[src/rtl/ppac_pkg.sv]
// Package for the pump and band-calibration configuration bank.
// Assumes a 25 MHz system clock that also stands in for the reference.
package ppac_pkg;
   // Register indices; byte address is four times the index
   localparam logic [5:0]  IDX_CURVE     = 6'h05;     // Tuning curve word
   localparam logic [5:0]  IDX_PUMP      = 6'h09;     // Pump current control
   localparam logic [5:0]  IDX_CAL       = 6'h0a;     // Band calibration config
   localparam logic [5:0]  IDX_STAT      = 6'h10;     // Calibration status
   localparam int          REG_W         = 24;        // Register width
   // Reset values
   localparam logic [23:0] CURVE_RST     = 24'h000000;
   localparam logic [23:0] PUMP_RST      = 24'h403264;
   localparam logic [23:0] CAL_RST       = 24'h002205;
   localparam logic [23:0] CAL_MASK      = 24'h01ffff; // Defined calibration bits
   // Pump word fields
   localparam int          SINK_LSB      = 0;
   localparam int          SOURCE_LSB    = 7;
   localparam int          OFFSET_LSB    = 14;
   localparam int          OFS_UP_BIT    = 21;
   localparam int          OFS_DN_BIT    = 22;
   localparam int          HICP_BIT      = 23;
   // Calibration word fields
   localparam int          MLEN_LSB      = 0;
   localparam int          TOFS_LSB      = 3;
   localparam int          WAIT_LSB      = 6;
   localparam int          DEPTH_LSB     = 8;
   localparam int          FORCE_BIT     = 10;
   localparam int          SKIP_BIT      = 11;
   localparam int          NOTRIG_BIT    = 12;
   localparam int          CDIV_LSB      = 13;
   localparam int          FALL_BIT      = 15;
   localparam int          RBYP_BIT      = 16;
   // Status word fields
   localparam int          STAT_BUSY_BIT = 8;
   localparam int          STAT_LINK_BIT = 9;
   // Timing, in calibration clock periods
   localparam int          START_WAIT    = 100;
   localparam logic [6:0]  WAIT_LAST     = 7'(START_WAIT - 1);
   localparam int          REF_DIV_RATIO = 2;        // Reference divider cycle in ticks
   localparam int          LINK_W        = 8;        // Bits per tuning link transfer
   // Calibration clock divider terminal counts
   localparam logic [4:0]  DIV1_LAST     = 5'h00;
   localparam logic [4:0]  DIV4_LAST     = 5'h03;
   localparam logic [4:0]  DIV16_LAST    = 5'h0f;
   localparam logic [4:0]  DIV32_LAST    = 5'h1f;
endpackage

[src/rtl/ppac_tick_div.sv]
// Calibration clock enable divider.
// Assumes the system clock stands for the crystal reference.
`timescale 1ns/100ps
module ppac_tick_div
   import ppac_pkg::*;
(
   input  wire logic       clk_sys,
   input  wire logic       rst,
   input  wire logic [1:0] div_sel,   // 0:/1 1:/4 2:/16 3:/32
   input  wire logic       fall_sel,  // Use the opposite half of the period
   output logic            tick       // One-cycle calibration clock enable
);
   logic [4:0] cnt_reg;               // Phase counter
   logic [4:0] term;                  // Selected terminal count
   logic       hit;                   // Phase match

   assign term = (div_sel == 2'd0) ? DIV1_LAST :
                 (div_sel == 2'd1) ? DIV4_LAST :
                 (div_sel == 2'd2) ? DIV16_LAST : DIV32_LAST;
   // Falling edge is emulated as the mid-period phase of the divided clock
   assign hit  = fall_sel ? (cnt_reg == (term >> 1)) : (cnt_reg == term);

   // Counter wraps early if the selection shrinks mid-count
   always_ff @(posedge clk_sys) begin
      if (rst || cnt_reg >= term)
         cnt_reg <= 5'h00;
      else
         cnt_reg <= cnt_reg + 5'h01;
   end

   // Registered enable
   always_ff @(posedge clk_sys) begin
      if (rst)
         tick <= 1'b0;
      else
         tick <= hit;
   end
endmodule

[src/rtl/ppac_link_tx.sv]
// Serialiser for the internal tuning link, one bit per calibration tick.
// Assumes start pulses only while not busy.
`timescale 1ns/100ps
module ppac_link_tx
   import ppac_pkg::*;
(
   input  wire logic              clk_sys,
   input  wire logic              rst,
   input  wire logic              tick,      // Calibration clock enable
   input  wire logic              start,     // Load word and begin
   input  wire logic [LINK_W-1:0] word,      // Word to send, MSB first
   output logic                   link_data, // Serial data
   output logic                   link_valid,// High while a bit is presented
   output logic                   busy       // Transfer in progress
);
   logic [LINK_W-1:0] shift_reg;             // Remaining bits
   logic [3:0]        left_reg;              // Bits still to send

   assign busy = (left_reg != 4'h0);

   // Shift one bit out per tick
   always_ff @(posedge clk_sys) begin
      if (rst) begin
         shift_reg  <= '0;
         left_reg   <= 4'h0;
         link_data  <= 1'b0;
         link_valid <= 1'b0;
      end else if (start && !busy) begin
         shift_reg  <= word;
         left_reg   <= 4'(LINK_W);
      end else if (tick && busy) begin
         link_data  <= shift_reg[LINK_W-1];
         link_valid <= 1'b1;
         shift_reg  <= {shift_reg[LINK_W-2:0], 1'b0};
         left_reg   <= left_reg - 4'h1;
      end else if (tick) begin
         // Line returns idle one tick after the last bit
         link_valid <= 1'b0;
         link_data  <= 1'b0;
      end
   end
endmodule

[src/rtl/ppac_top.sv]
// Pump current and band calibration configuration bank with its
// calibration engine and tuning link, behind an Avalon-MM slave.
// Assumes one 25 MHz clock that also serves as the reference, and a
// comparator input from the frequency counter during measurements.
//
// Notes on behaviour
// RULE_01 - Sink current code, bits 6:0, reset 100
// RULE_02 - Source current code, bits 13:7, reset 100
// RULE_03 - Offset magnitude code, bits 20:14, reset 0
// RULE_04 - Software keeps up-offset off, down-offset per mode
// RULE_05 - Bit 23 selects high-current pump, reset 0
// RULE_06 - Measurement cycles 1, 2, 4 up to 256
// RULE_07 - Curve offset: 1..3 up, 4..7 down
// RULE_08 - Startup wait, then waits after N measurements
// RULE_09 - Search depth code gives 8 to 5 bits
// RULE_10 - Force sends curve word; skip bypasses search
// RULE_11 - Curve writes trigger link unless suppressed
// RULE_12 - Calibration clock is reference divided 1/4/16/32
// RULE_13 - Falling-edge option shifts calibration clock phase
// RULE_14 - Bit 16 forces reference divider bypass
// RULE_15 - Undefined calibration bits read zero, ignore writes
`timescale 1ns/100ps
module ppac_top
   import ppac_pkg::*;
(
   input  wire logic        clk_sys,
   input  wire logic        rst,
   input  wire logic [7:0]  avs_address,
   input  wire logic        avs_read,
   input  wire logic        avs_write,
   input  wire logic [31:0] avs_writedata,
   input  wire logic [3:0]  avs_byteenable,
   output logic [31:0]      avs_readdata,
   output logic             avs_waitrequest,
   input  wire logic        vco_above_target,
   output logic [6:0]       pump_sink_current_code,
   output logic [6:0]       pump_source_current_code,
   output logic [6:0]       pump_offset_current_code,
   output logic             offset_upward_enable,
   output logic             offset_downward_enable,
   output logic             high_current_pump_select,
   output logic             reference_divider_bypass,
   output logic [7:0]       band_select,
   output logic             cal_busy,
   output logic             tuning_link_data,
   output logic             tuning_link_valid
);
   import ppac_pkg::*;

   // Calibration engine states
   typedef enum logic [2:0] {
      ST_IDLE, ST_START_WAIT, ST_MEAS, ST_STEP_WAIT, ST_APPLY, ST_SEND, ST_DRAIN
   } ppac_state_t;

   // Measurement length in reference-divider cycles
   function automatic logic [8:0] meas_cycles(input logic [2:0] code);
      if (code == 3'd7)
         meas_cycles = 9'h100;
      else
         meas_cycles = 9'h001 << code;
   endfunction

   // Bus-side storage
   logic [23:0] curve_reg;             // Tuning curve word
   logic [23:0] pump_reg;              // Pump current control
   logic [23:0] cal_reg;               // Calibration config
   logic        ack_reg;               // Second cycle of an access
   logic [31:0] rdata_reg;             // Registered read data

   // Calibration engine state
   ppac_state_t state_reg;
   ppac_state_t state_next;
   logic [6:0]  wait_reg;              // Wait period counter
   logic [9:0]  meas_reg;              // Ticks left in a measurement
   logic [2:0]  bit_reg;               // Bit under trial
   logic [1:0]  done_meas_reg;         // Measurements finished, saturating
   logic [7:0]  band_reg;              // Search register
   logic [7:0]  result_reg;            // Last applied band

   // Decode
   wire  [5:0]  idx        = avs_address[7:2];
   wire         aligned    = (avs_address[1:0] == 2'b00);
   wire         wr_go      = avs_write && ack_reg && aligned;
   wire         wr_curve   = wr_go && (idx == IDX_CURVE);
   wire         wr_pump    = wr_go && (idx == IDX_PUMP);
   wire         wr_cal     = wr_go && (idx == IDX_CAL);
   wire  [23:0] be_mask    = {{8{avs_byteenable[2]}}, {8{avs_byteenable[1]}},
                              {8{avs_byteenable[0]}}};
   wire  [23:0] wdata      = avs_writedata[23:0];

   // Calibration fields
   wire  [2:0]  mlen_code  = cal_reg[MLEN_LSB +: 3];
   wire  [2:0]  tofs_code  = cal_reg[TOFS_LSB +: 3];
   wire  [1:0]  wait_code  = cal_reg[WAIT_LSB +: 2];
   wire  [1:0]  depth_code = cal_reg[DEPTH_LSB +: 2];
   wire         force_curve= cal_reg[FORCE_BIT];
   wire         skip_band_search           = cal_reg[SKIP_BIT];
   wire         suppress_tuning_link_write = cal_reg[NOTRIG_BIT];
   wire  [1:0]  calibration_clock_divider  = cal_reg[CDIV_LSB +: 2];
   wire         calibration_falling_edge   = cal_reg[FALL_BIT];

   // Engine helpers
   wire         tick;                  // Calibration clock enable
   wire         link_busy;             // Tuning link transfer running
   wire         trigger    = wr_curve && !suppress_tuning_link_write; // RULE_11
   wire  [2:0]  last_bit   = 3'(depth_code);                          // RULE_09
   wire  [9:0]  ref_mult   = reference_divider_bypass ? 10'd1 : 10'(REF_DIV_RATIO);
   wire  [9:0]  meas_len   = 10'(meas_cycles(mlen_code)) * ref_mult;  // RULE_06
   wire  [7:0]  trial_bit  = 8'h01 << bit_reg;
   wire  [7:0]  kept_band  = vco_above_target ? (band_reg & ~trial_bit) : band_reg;
   wire         more_waits = ({1'b0, done_meas_reg} < {1'b0, wait_code}); // RULE_08
   // Signed curve offset: 4..7 read as -4..-1
   wire  signed [9:0] ofs_s   = 10'(signed'(tofs_code));                // RULE_07
   wire  signed [9:0] sum_s   = signed'({2'b00, band_reg}) + ofs_s;
   wire  [7:0]  adj_band   = (sum_s < 0) ? 8'h00 :
                             (sum_s > 10'sd255) ? 8'hff : sum_s[7:0];
   wire  [7:0]  send_word  = force_curve ? curve_reg[7:0] : result_reg;  // RULE_10
   wire         send_start = (state_reg == ST_SEND) && !link_busy;

   // Pump fields straight from storage
   assign pump_sink_current_code   = pump_reg[SINK_LSB +: 7];          // RULE_01
   assign pump_source_current_code = pump_reg[SOURCE_LSB +: 7];        // RULE_02
   assign pump_offset_current_code = pump_reg[OFFSET_LSB +: 7];        // RULE_03
   // Offset enables pass as written; software picks them per mode
   assign offset_upward_enable     = pump_reg[OFS_UP_BIT];             // RULE_04
   assign offset_downward_enable   = pump_reg[OFS_DN_BIT];             // RULE_04
   assign high_current_pump_select = pump_reg[HICP_BIT];               // RULE_05
   assign reference_divider_bypass = cal_reg[RBYP_BIT];                // RULE_14
   assign band_select              = result_reg;
   assign cal_busy                 = (state_reg != ST_IDLE);
   assign avs_readdata             = rdata_reg;
   // One wait cycle, then the access completes
   assign avs_waitrequest          = (avs_read || avs_write) && !ack_reg;

   // Read mux; unmapped and unaligned addresses read zero
   wire  [23:0] rd_mux =
      !aligned            ? 24'h000000 :
      (idx == IDX_CURVE)  ? curve_reg :
      (idx == IDX_PUMP)   ? pump_reg :
      (idx == IDX_CAL)    ? (cal_reg & CAL_MASK) :                     // RULE_15
      (idx == IDX_STAT)   ? {14'h0000, link_busy, cal_busy, result_reg} :
                            24'h000000;

   // Access sequencer: ack on the second cycle of every request
   always_ff @(posedge clk_sys) begin
      if (rst)
         ack_reg <= 1'b0;
      else
         ack_reg <= (avs_read || avs_write) && !ack_reg;
   end

   // Read data captured in the wait cycle, stands at the completing edge
   always_ff @(posedge clk_sys) begin
      if (rst)
         rdata_reg <= 32'h00000000;
      else if (avs_read && !ack_reg)
         rdata_reg <= {8'h00, rd_mux};
   end

   // Curve word
   always_ff @(posedge clk_sys) begin
      if (rst)
         curve_reg <= CURVE_RST;
      else if (wr_curve)
         curve_reg <= (curve_reg & ~be_mask) | (wdata & be_mask);
   end

   // Pump word
   always_ff @(posedge clk_sys) begin
      if (rst)
         pump_reg <= PUMP_RST;                                         // RULE_01
      else if (wr_pump)
         pump_reg <= (pump_reg & ~be_mask) | (wdata & be_mask);
   end

   // Calibration word; undefined bits never store
   always_ff @(posedge clk_sys) begin
      if (rst)
         cal_reg <= CAL_RST;                                           // RULE_06
      else if (wr_cal)
         cal_reg <= ((cal_reg & ~be_mask) | (wdata & be_mask)) & CAL_MASK; // RULE_15
   end

   // Next state of the calibration engine
   always_comb begin
      state_next = state_reg;
      unique case (state_reg)
         ST_IDLE: begin
            if (trigger)
               state_next = skip_band_search ? ST_SEND : ST_START_WAIT; // RULE_10
         end
         ST_START_WAIT: begin
            if (tick && wait_reg == WAIT_LAST)
               state_next = ST_MEAS;                                   // RULE_08
         end
         ST_MEAS: begin
            if (tick && meas_reg == 10'd1) begin
               if (more_waits)
                  state_next = ST_STEP_WAIT;                           // RULE_08
               else if (bit_reg == last_bit)
                  state_next = ST_APPLY;
            end
         end
         ST_STEP_WAIT: begin
            if (tick && wait_reg == WAIT_LAST)
               state_next = (bit_reg == last_bit) ? ST_APPLY : ST_MEAS;
         end
         ST_APPLY: begin
            state_next = ST_SEND;
         end
         ST_SEND: begin
            if (!link_busy)
               state_next = ST_DRAIN;
         end
         ST_DRAIN: begin
            if (!link_busy && !tuning_link_valid)
               state_next = ST_IDLE;
         end
      endcase
   end

   // Engine state register
   always_ff @(posedge clk_sys) begin
      if (rst)
         state_reg <= ST_IDLE;
      else
         state_reg <= state_next;
   end

   // Wait counter, cleared on entering either wait state
   always_ff @(posedge clk_sys) begin
      if (rst || (state_next != state_reg))
         wait_reg <= 7'h00;
      else if (tick && (state_reg == ST_START_WAIT || state_reg == ST_STEP_WAIT))
         wait_reg <= wait_reg + 7'h01;
   end

   // Measurement counter, loaded on entering a measurement
   always_ff @(posedge clk_sys) begin
      if (rst)
         meas_reg <= 10'd0;
      else if (state_next == ST_MEAS && state_reg != ST_MEAS)
         meas_reg <= meas_len;                                         // RULE_06
      else if (state_reg == ST_MEAS && tick && meas_reg == 10'd1 && state_next == ST_MEAS)
         meas_reg <= meas_len;
      else if (state_reg == ST_MEAS && tick)
         meas_reg <= meas_reg - 10'd1;
   end

   // Successive approximation: trial bit set, dropped if VCO runs high
   always_ff @(posedge clk_sys) begin
      if (rst) begin
         band_reg      <= 8'h00;
         bit_reg       <= 3'd7;
         done_meas_reg <= 2'd0;
      end else if (state_reg == ST_IDLE && trigger) begin
         band_reg      <= 8'h80;
         bit_reg       <= 3'd7;
         done_meas_reg <= 2'd0;
      end else if (state_reg == ST_MEAS && tick && meas_reg == 10'd1) begin
         // Bits below the search depth stay zero
         band_reg      <= (bit_reg == last_bit) ? kept_band
                                                : (kept_band | (trial_bit >> 1)); // RULE_09
         if (bit_reg != last_bit)
            bit_reg    <= bit_reg - 3'd1;
         if (done_meas_reg != 2'd3)
            done_meas_reg <= done_meas_reg + 2'd1;
      end
   end

   // Applied band: search result plus the temperature curve offset, or the curve word when the search is skipped
   always_ff @(posedge clk_sys) begin
      if (rst)
         result_reg <= 8'h00;
      else if (state_reg == ST_APPLY)
         result_reg <= adj_band;                                       // RULE_07
      else if (state_reg == ST_SEND && send_start && skip_band_search)
         result_reg <= curve_reg[7:0];                                 // RULE_10
   end

   // Calibration clock from the reference
   ppac_tick_div u_tick_div (
      .clk_sys  (clk_sys),
      .rst      (rst),
      .div_sel  (calibration_clock_divider),                           // RULE_12
      .fall_sel (calibration_falling_edge),                            // RULE_13
      .tick     (tick)
   );

   // Tuning link transfer of the selected band word
   ppac_link_tx u_link_tx (
      .clk_sys    (clk_sys),
      .rst        (rst),
      .tick       (tick),
      .start      (send_start),
      .word       (skip_band_search ? curve_reg[7:0] : send_word),    // RULE_10
      .link_data  (tuning_link_data),
      .link_valid (tuning_link_valid),
      .busy       (link_busy)
   );
endmodule

[config.mk]
export PLATFORM = sky130hd
export DESIGN_NAME = ppac_top
export DESIGN_NICKNAME = d
export VERILOG_FILES = /design/src/rtl/ppac_pkg.sv /design/src/rtl/ppac_tick_div.sv /design/src/rtl/ppac_link_tx.sv /design/src/rtl/ppac_top.sv
export SDC_FILE = /design/constraint.sdc
export NUM_CORES = 1
export LEC_CHECK = 0
export ABC_AREA = 1
export BUFFER_PORTS_ARGS = -buffer_cell sky130_fd_sc_hd__buf_2
export CAP_MARGIN = 20
export CORE_ASPECT_RATIO = 0.75
export CORE_MARGIN = 2
export CORE_UTILIZATION = 52
export CTS_CLUSTER_SIZE = 20
export DETAILED_ROUTE_END_ITERATION = 8
export PLACE_DENSITY = 0.82
export SLEW_MARGIN = 25
export SYNTH_ARGS = -nofsm -noshare
export SYNTH_HDL_FRONTEND = slang
export SYNTH_SLANG_ARGS = --single-unit
[constraint.sdc]
create_clock -name clk_sys -period 2.6 [get_ports clk_sys]
set_input_delay 0.39 -clock clk_sys [delete_from_list [all_inputs] [get_ports clk_sys]]
set_output_delay 0.39 -clock clk_sys [all_outputs]
set_load 0.02 [all_outputs]
# Word-level counts from Yosys, hierarchy flattened

Index checks and enable logic that the tools add are counted.

Flip-flop bits (word level): 151
Input port bits: 49
Output and inout bits: 69
Word-level logic and storage cells: 156

$add $sub $neg: 7
Multipliers: 1
Magnitude comparators: 4
Equality and inequality tests: 23
Shift-type cells: 2
Muxes and demuxes: 42
Bitwise gates (word level): 12
Reduce and logical (&&, ||, !) cells: 45

Operators by type and width:

| operator              | count |
|---|---|
| $mux 8                | 12 |
| $and 24x24->24        | 3 |
| $mux 24               | 3 |
| $or 24x24->24         | 2 |
| $mux 10               | 4 |
| $mux 3                | 10 |
| $not 24->24           | 1 |
| $logic_and 1x1->1     | 22 |
| $pmux 3 s7            | 1 |
| $and 17x17->17        | 1 |
| $mux 17               | 1 |
| $or 17x17->17         | 1 |
| $mux 5                | 3 |
| $eq 3x3->1 const B    | 4 |
| $eq 6x4->1 const B    | 2 |
| $add 9x3->10          | 1 |
| $eq 10x1->1 const B   | 1 |
| $gt 10x9->1 const B   | 1 |
| $lt 10x1->1 const B   | 1 |
| $mul 9x2->10          | 1 |
| $sub 10x1->10 const B | 1 |
| $eq 3x2->1 const B    | 3 |
| $mux 9                | 1 |
| $shl 1x3->9 const A   | 1 |
| other kinds (37)      | 55 |

# Logic depth before layout (Yosys ltp)

Depth in word-level cells: 10
Mapped depth: 17

# By module

Synthesis repeated with hierarchy kept, for this count alone.

Cells, all modules: 1,146
Area total of the unflattened synthesis: 7,987.7 um2

Modules (own cells, without submodules):

| module        | times used | cells each | area an instance (um2) | seq. area each (um2) |
|---|---|---|---|---|
| ppac_top      | 1          | 981        | 6,865.3                | 2,622.5 |
| ppac_link_tx  | 1          | 104        | 711.9                  | 280.3 |
| ppac_tick_div | 1          | 61         | 410.4                  | 120.1 |

# Worst setup path before layout

OpenSTA, ideal clock, no wires.

Kind: reg2reg
From: register with a tool-made name
To: register result_reg[5] (netlist: band_select[5])
Library setup time: 119 ps
Data arrival time: 2,060 ps
Required time: 2,481 ps
Slack: 421 ps
Cell stages (with the launch flop): 11
Buffers on the path: 0
Clock period less this slack: 2,179 ps
Cell sequence: dfxtp_1 -> ha_1 -> inv_1 -> fa_1 -> o21ai_0 -> a21oi_1 -> and3_1 -> nor2_1 -> o21ai_0 -> nand2_1 -> a21oi_1

RTL lines:

| element              | line            | source |
|---|---|---|
| to (signal assigned) | ppac_top.sv:276 | `result_reg <= adj_band;` |
| to (signal assigned) | ppac_top.sv:278 | `result_reg <= curve_reg[7:0];` |
| to (decl)            | ppac_top.sv:78  | `logic [7:0] result_reg;` |

==> results.py <==
metrics = {
    "status": {
        "status": "completed",
    },
    "timing": {
        "fmax_ghz": 0.4217,
        "slew_headroom": 0.4293,
        "tightest_slew_ns": 0.8528,
        "setup_viol": 0,
        "finClkSkew_ns": 0.009042,
        "drv_slew": 0,
        "rsz0062_at_grt": "false",
        "post-route-min-period_ns": 2.371,
        "hold_viol": 0,
        "period_share": 0.9120,
        "tns_ns": 0,
        "worst_hold_slack_ns": 0.2157,
        "setup_slack_ns": 0.2289,
    },
    "global_routing": {
        "track_usage": 0.2748,
        "grt_pass1_vias": 7304,
        "grt_max_degree": 34,
        "grt_antenna_before_repair": 0,
        "grt_pass1_wl_um": 36510,
        "overflow": 0,
    },
    "clock_tree": {
        "cts_hold_buf": 0,
        "clk_pin_slew_worst_paths_ns": 0.07,
        "cts_sinks": 151,
        "ctsLongestPathBuffers": 2,
        "postCtsSetupBuffers": 0,
        "clk-insertion-delay-late_ns": 0.43,
        "cts_root_buffer": "clkbuf_16",
        "cts_tree": "yes",
        "cts_buffers": 17,
        "cts_htree_levels": 4,
    },
    "place": {
        "io_buffer_count": 100,
        "place_ws_ns": 0.1934,
        "placed_cell_area_um2": 8658,
        "dp_hpwl_um": 15400,
        "gp_congestion": 0.9001,
    },
    "floorplan": {
        "fp.coreArea_um2": 15130,
        "floorplan.rows": 39,
        "start_util": 0.5267,
        "fp.dieW_um": 146.9,
        "ios": 118,
        "dieArea_um2": 16340,
        "die_h_um": 111.2,
    },
    "yosys": {
        "synth_warnings": 0,
        "synth_cell_type_count": 43,
        "synth_edf_count": 0,
        "synth_cells": 1136,
        "syn-cell-area_um2": 7968,
        "synthTopCellsByArea": "dfxtp_1 (38%), nand2_1 (9.8%), a21oi_1 (8.2%)",
        "yosysTopAreaCell": "dfxtp_1",
        "synth_seq_cells": 151,
        "yosysSeqAreaShare": 0.3794,
        "synth_top_area_share": 0.3794,
        "syn_avg_cell_area_um2": 7.014,
        "async_flop_share": 0,
        "ys.flop_type": "dfxtp_1",
    },
    "drt": {
        "num_vias": 7985,
        "avgRoutedWirePerCell_um": 15.23,
        "ant_nets": 0,
        "drt_iter0_drc": 743,
        "drc_errors": 0,
        "routed_wl_um": 22080,
        "via_per_inst": 5.507,
        "firstDrtPassIters": 6,
    },
    "cells_and_area": {
        "final_common_cell": "nand2_1",
        "fillCellCount": 1341,
        "syn_to_final_growth_pct": 16.33,
        "drive_gt1_frac": 0.1590,
        "final_nets": 1311,
        "ff_latch_area_um2": 3024,
        "final_cell_mix": "nand2_1 (207), dfxtp_1 (150), inv_1 (138)",
        "multi_input_area_um2": 4168,
        "fin_area_um2": 9269,
        "final_core_util": 0.6127,
        "antenna_cells": 0,
    },
    "critical_path": {
        "arrival_ns": 2.73,
        "cp-start-kind": "flip-flop",
        "crit_required_ns": 2.96,
        "crit_path_end_kind": "flip-flop",
        "path_max_fanout": 11,
        "crit_type": "flip-flop to flip-flop",
    },
    "power_and_ir_drop": {
        "ir_drop_v": 0.0005386,
        "cellPowerDensity_nw_per_um2": 755.4,
        "leakage_nw": 3.986,
    },
    "hold_path": {
        "holdCritPathClass": "primary input to flip-flop",
    },
    "run": {
        "maxCapViolCount": 0,
    },
}
-- metal layers --
metal,routed length [um],up-vias,GRT usage
met3,2164,35,0.07613
met1,9878,3650,0.3785
met4,405,0,0.07885
li1,-,3928,-
met5,0,-,0
met2,9634,372,0.4232
-- where the power goes --
group / switching [mW] / internal (mW) / leakage [nW]
Sequential: 0.157 / 2.45 / 1.22
Combinational: 1.27 / 0.629 / 2.48
Clock: 1.19 / 1.30 / 0.289
Total: 2.62 / 4.38 / 3.99
-- Yosys cell counts (2+ instances only) --
library cell,count
inv_1,139
clkbuf_1,32
o211ai_1,30
nand3_1,55
inv_2,7
dfxtp_1,151
buf_1,3
or2_2,2
buf_2,2
nor3_1,11
ha_1,28
nor4_1,2
nor2_4,3
buf_4,10
nand2_2,6
clkinv_1,4
fa_1,2
nand2_1,207
xor2_1,17
o21ai_0,126
a31oi_1,6
o22ai_1,6
xnor2_1,7
nor2_8,2
nand4_1,17
o31ai_1,3
a21oi_1,130
nor2_2,14
buf_6,3
nand3_2,4
nor2_1,95
-- logic make-up after synthesis --
group	share of synthesized area
AOI/OAI and AO/OA	0.2081
xor gates and xnor gates	0.02638
adders and majority gates	0.04900
buffers and inverters	0.1021
DFF	0.3794
muxes	0.001256
other	0.0004707
and+or+nand+nor	0.2334
-- timing repair --
item,in CTS,in global routing
endpoints found under the setup margin,0,8
gates resized for setup,0,2
hold endpoints to repair,0,0
-- worst max-delay path, cell delays in order, from the launching register on --
cell     delay (ns)
dfxtp_2        0.39
ha_1           0.39
nand2_1        0.09
o21ai_0        0.35
nand2_1        0.13
nand3_1        0.11
nand2_1        0.06
a21oi_1        0.35
buf_4          0.20
nand2_1        0.08
a21oi_1        0.14
-- final timing paths --
path | cells past startpoint | to | startpoint | slack, ns
setup / recovery | 10 | band_select[1] | flip-flop | 0.23
hold / removal | 3 | flip-flop | avs_writedata[5] | 0.22
setup reg to reg | 10 | band_select[1] | flip-flop | 0.23
hold reg to reg | 2 | flip-flop | flip-flop | 0.44
-- stage by stage --
stage / std cells / power [mW]
6_report: 1450 / 7.001
5_1_grt: 1450 / 7.363
4_1_cts: 1450 / 6.978
3_5_place_dp: 1418 / 4.502
3_3_place_gp: 1418 / 4.455
2_1_floorplan: 1143 / 4.117
-- layout make-up --
type,count,share of cell area
Sequential cell,151,0.3263
Multi-Input combinational cell,792,0.4496
Inverter,150,0.06075
Clock inverter,15,0.01957
Timing Repair Buffer,120,0.07019
Tap cell,205,0.02767
Clock buffer,17,0.04590
Power figures use the tool's default switching activity.
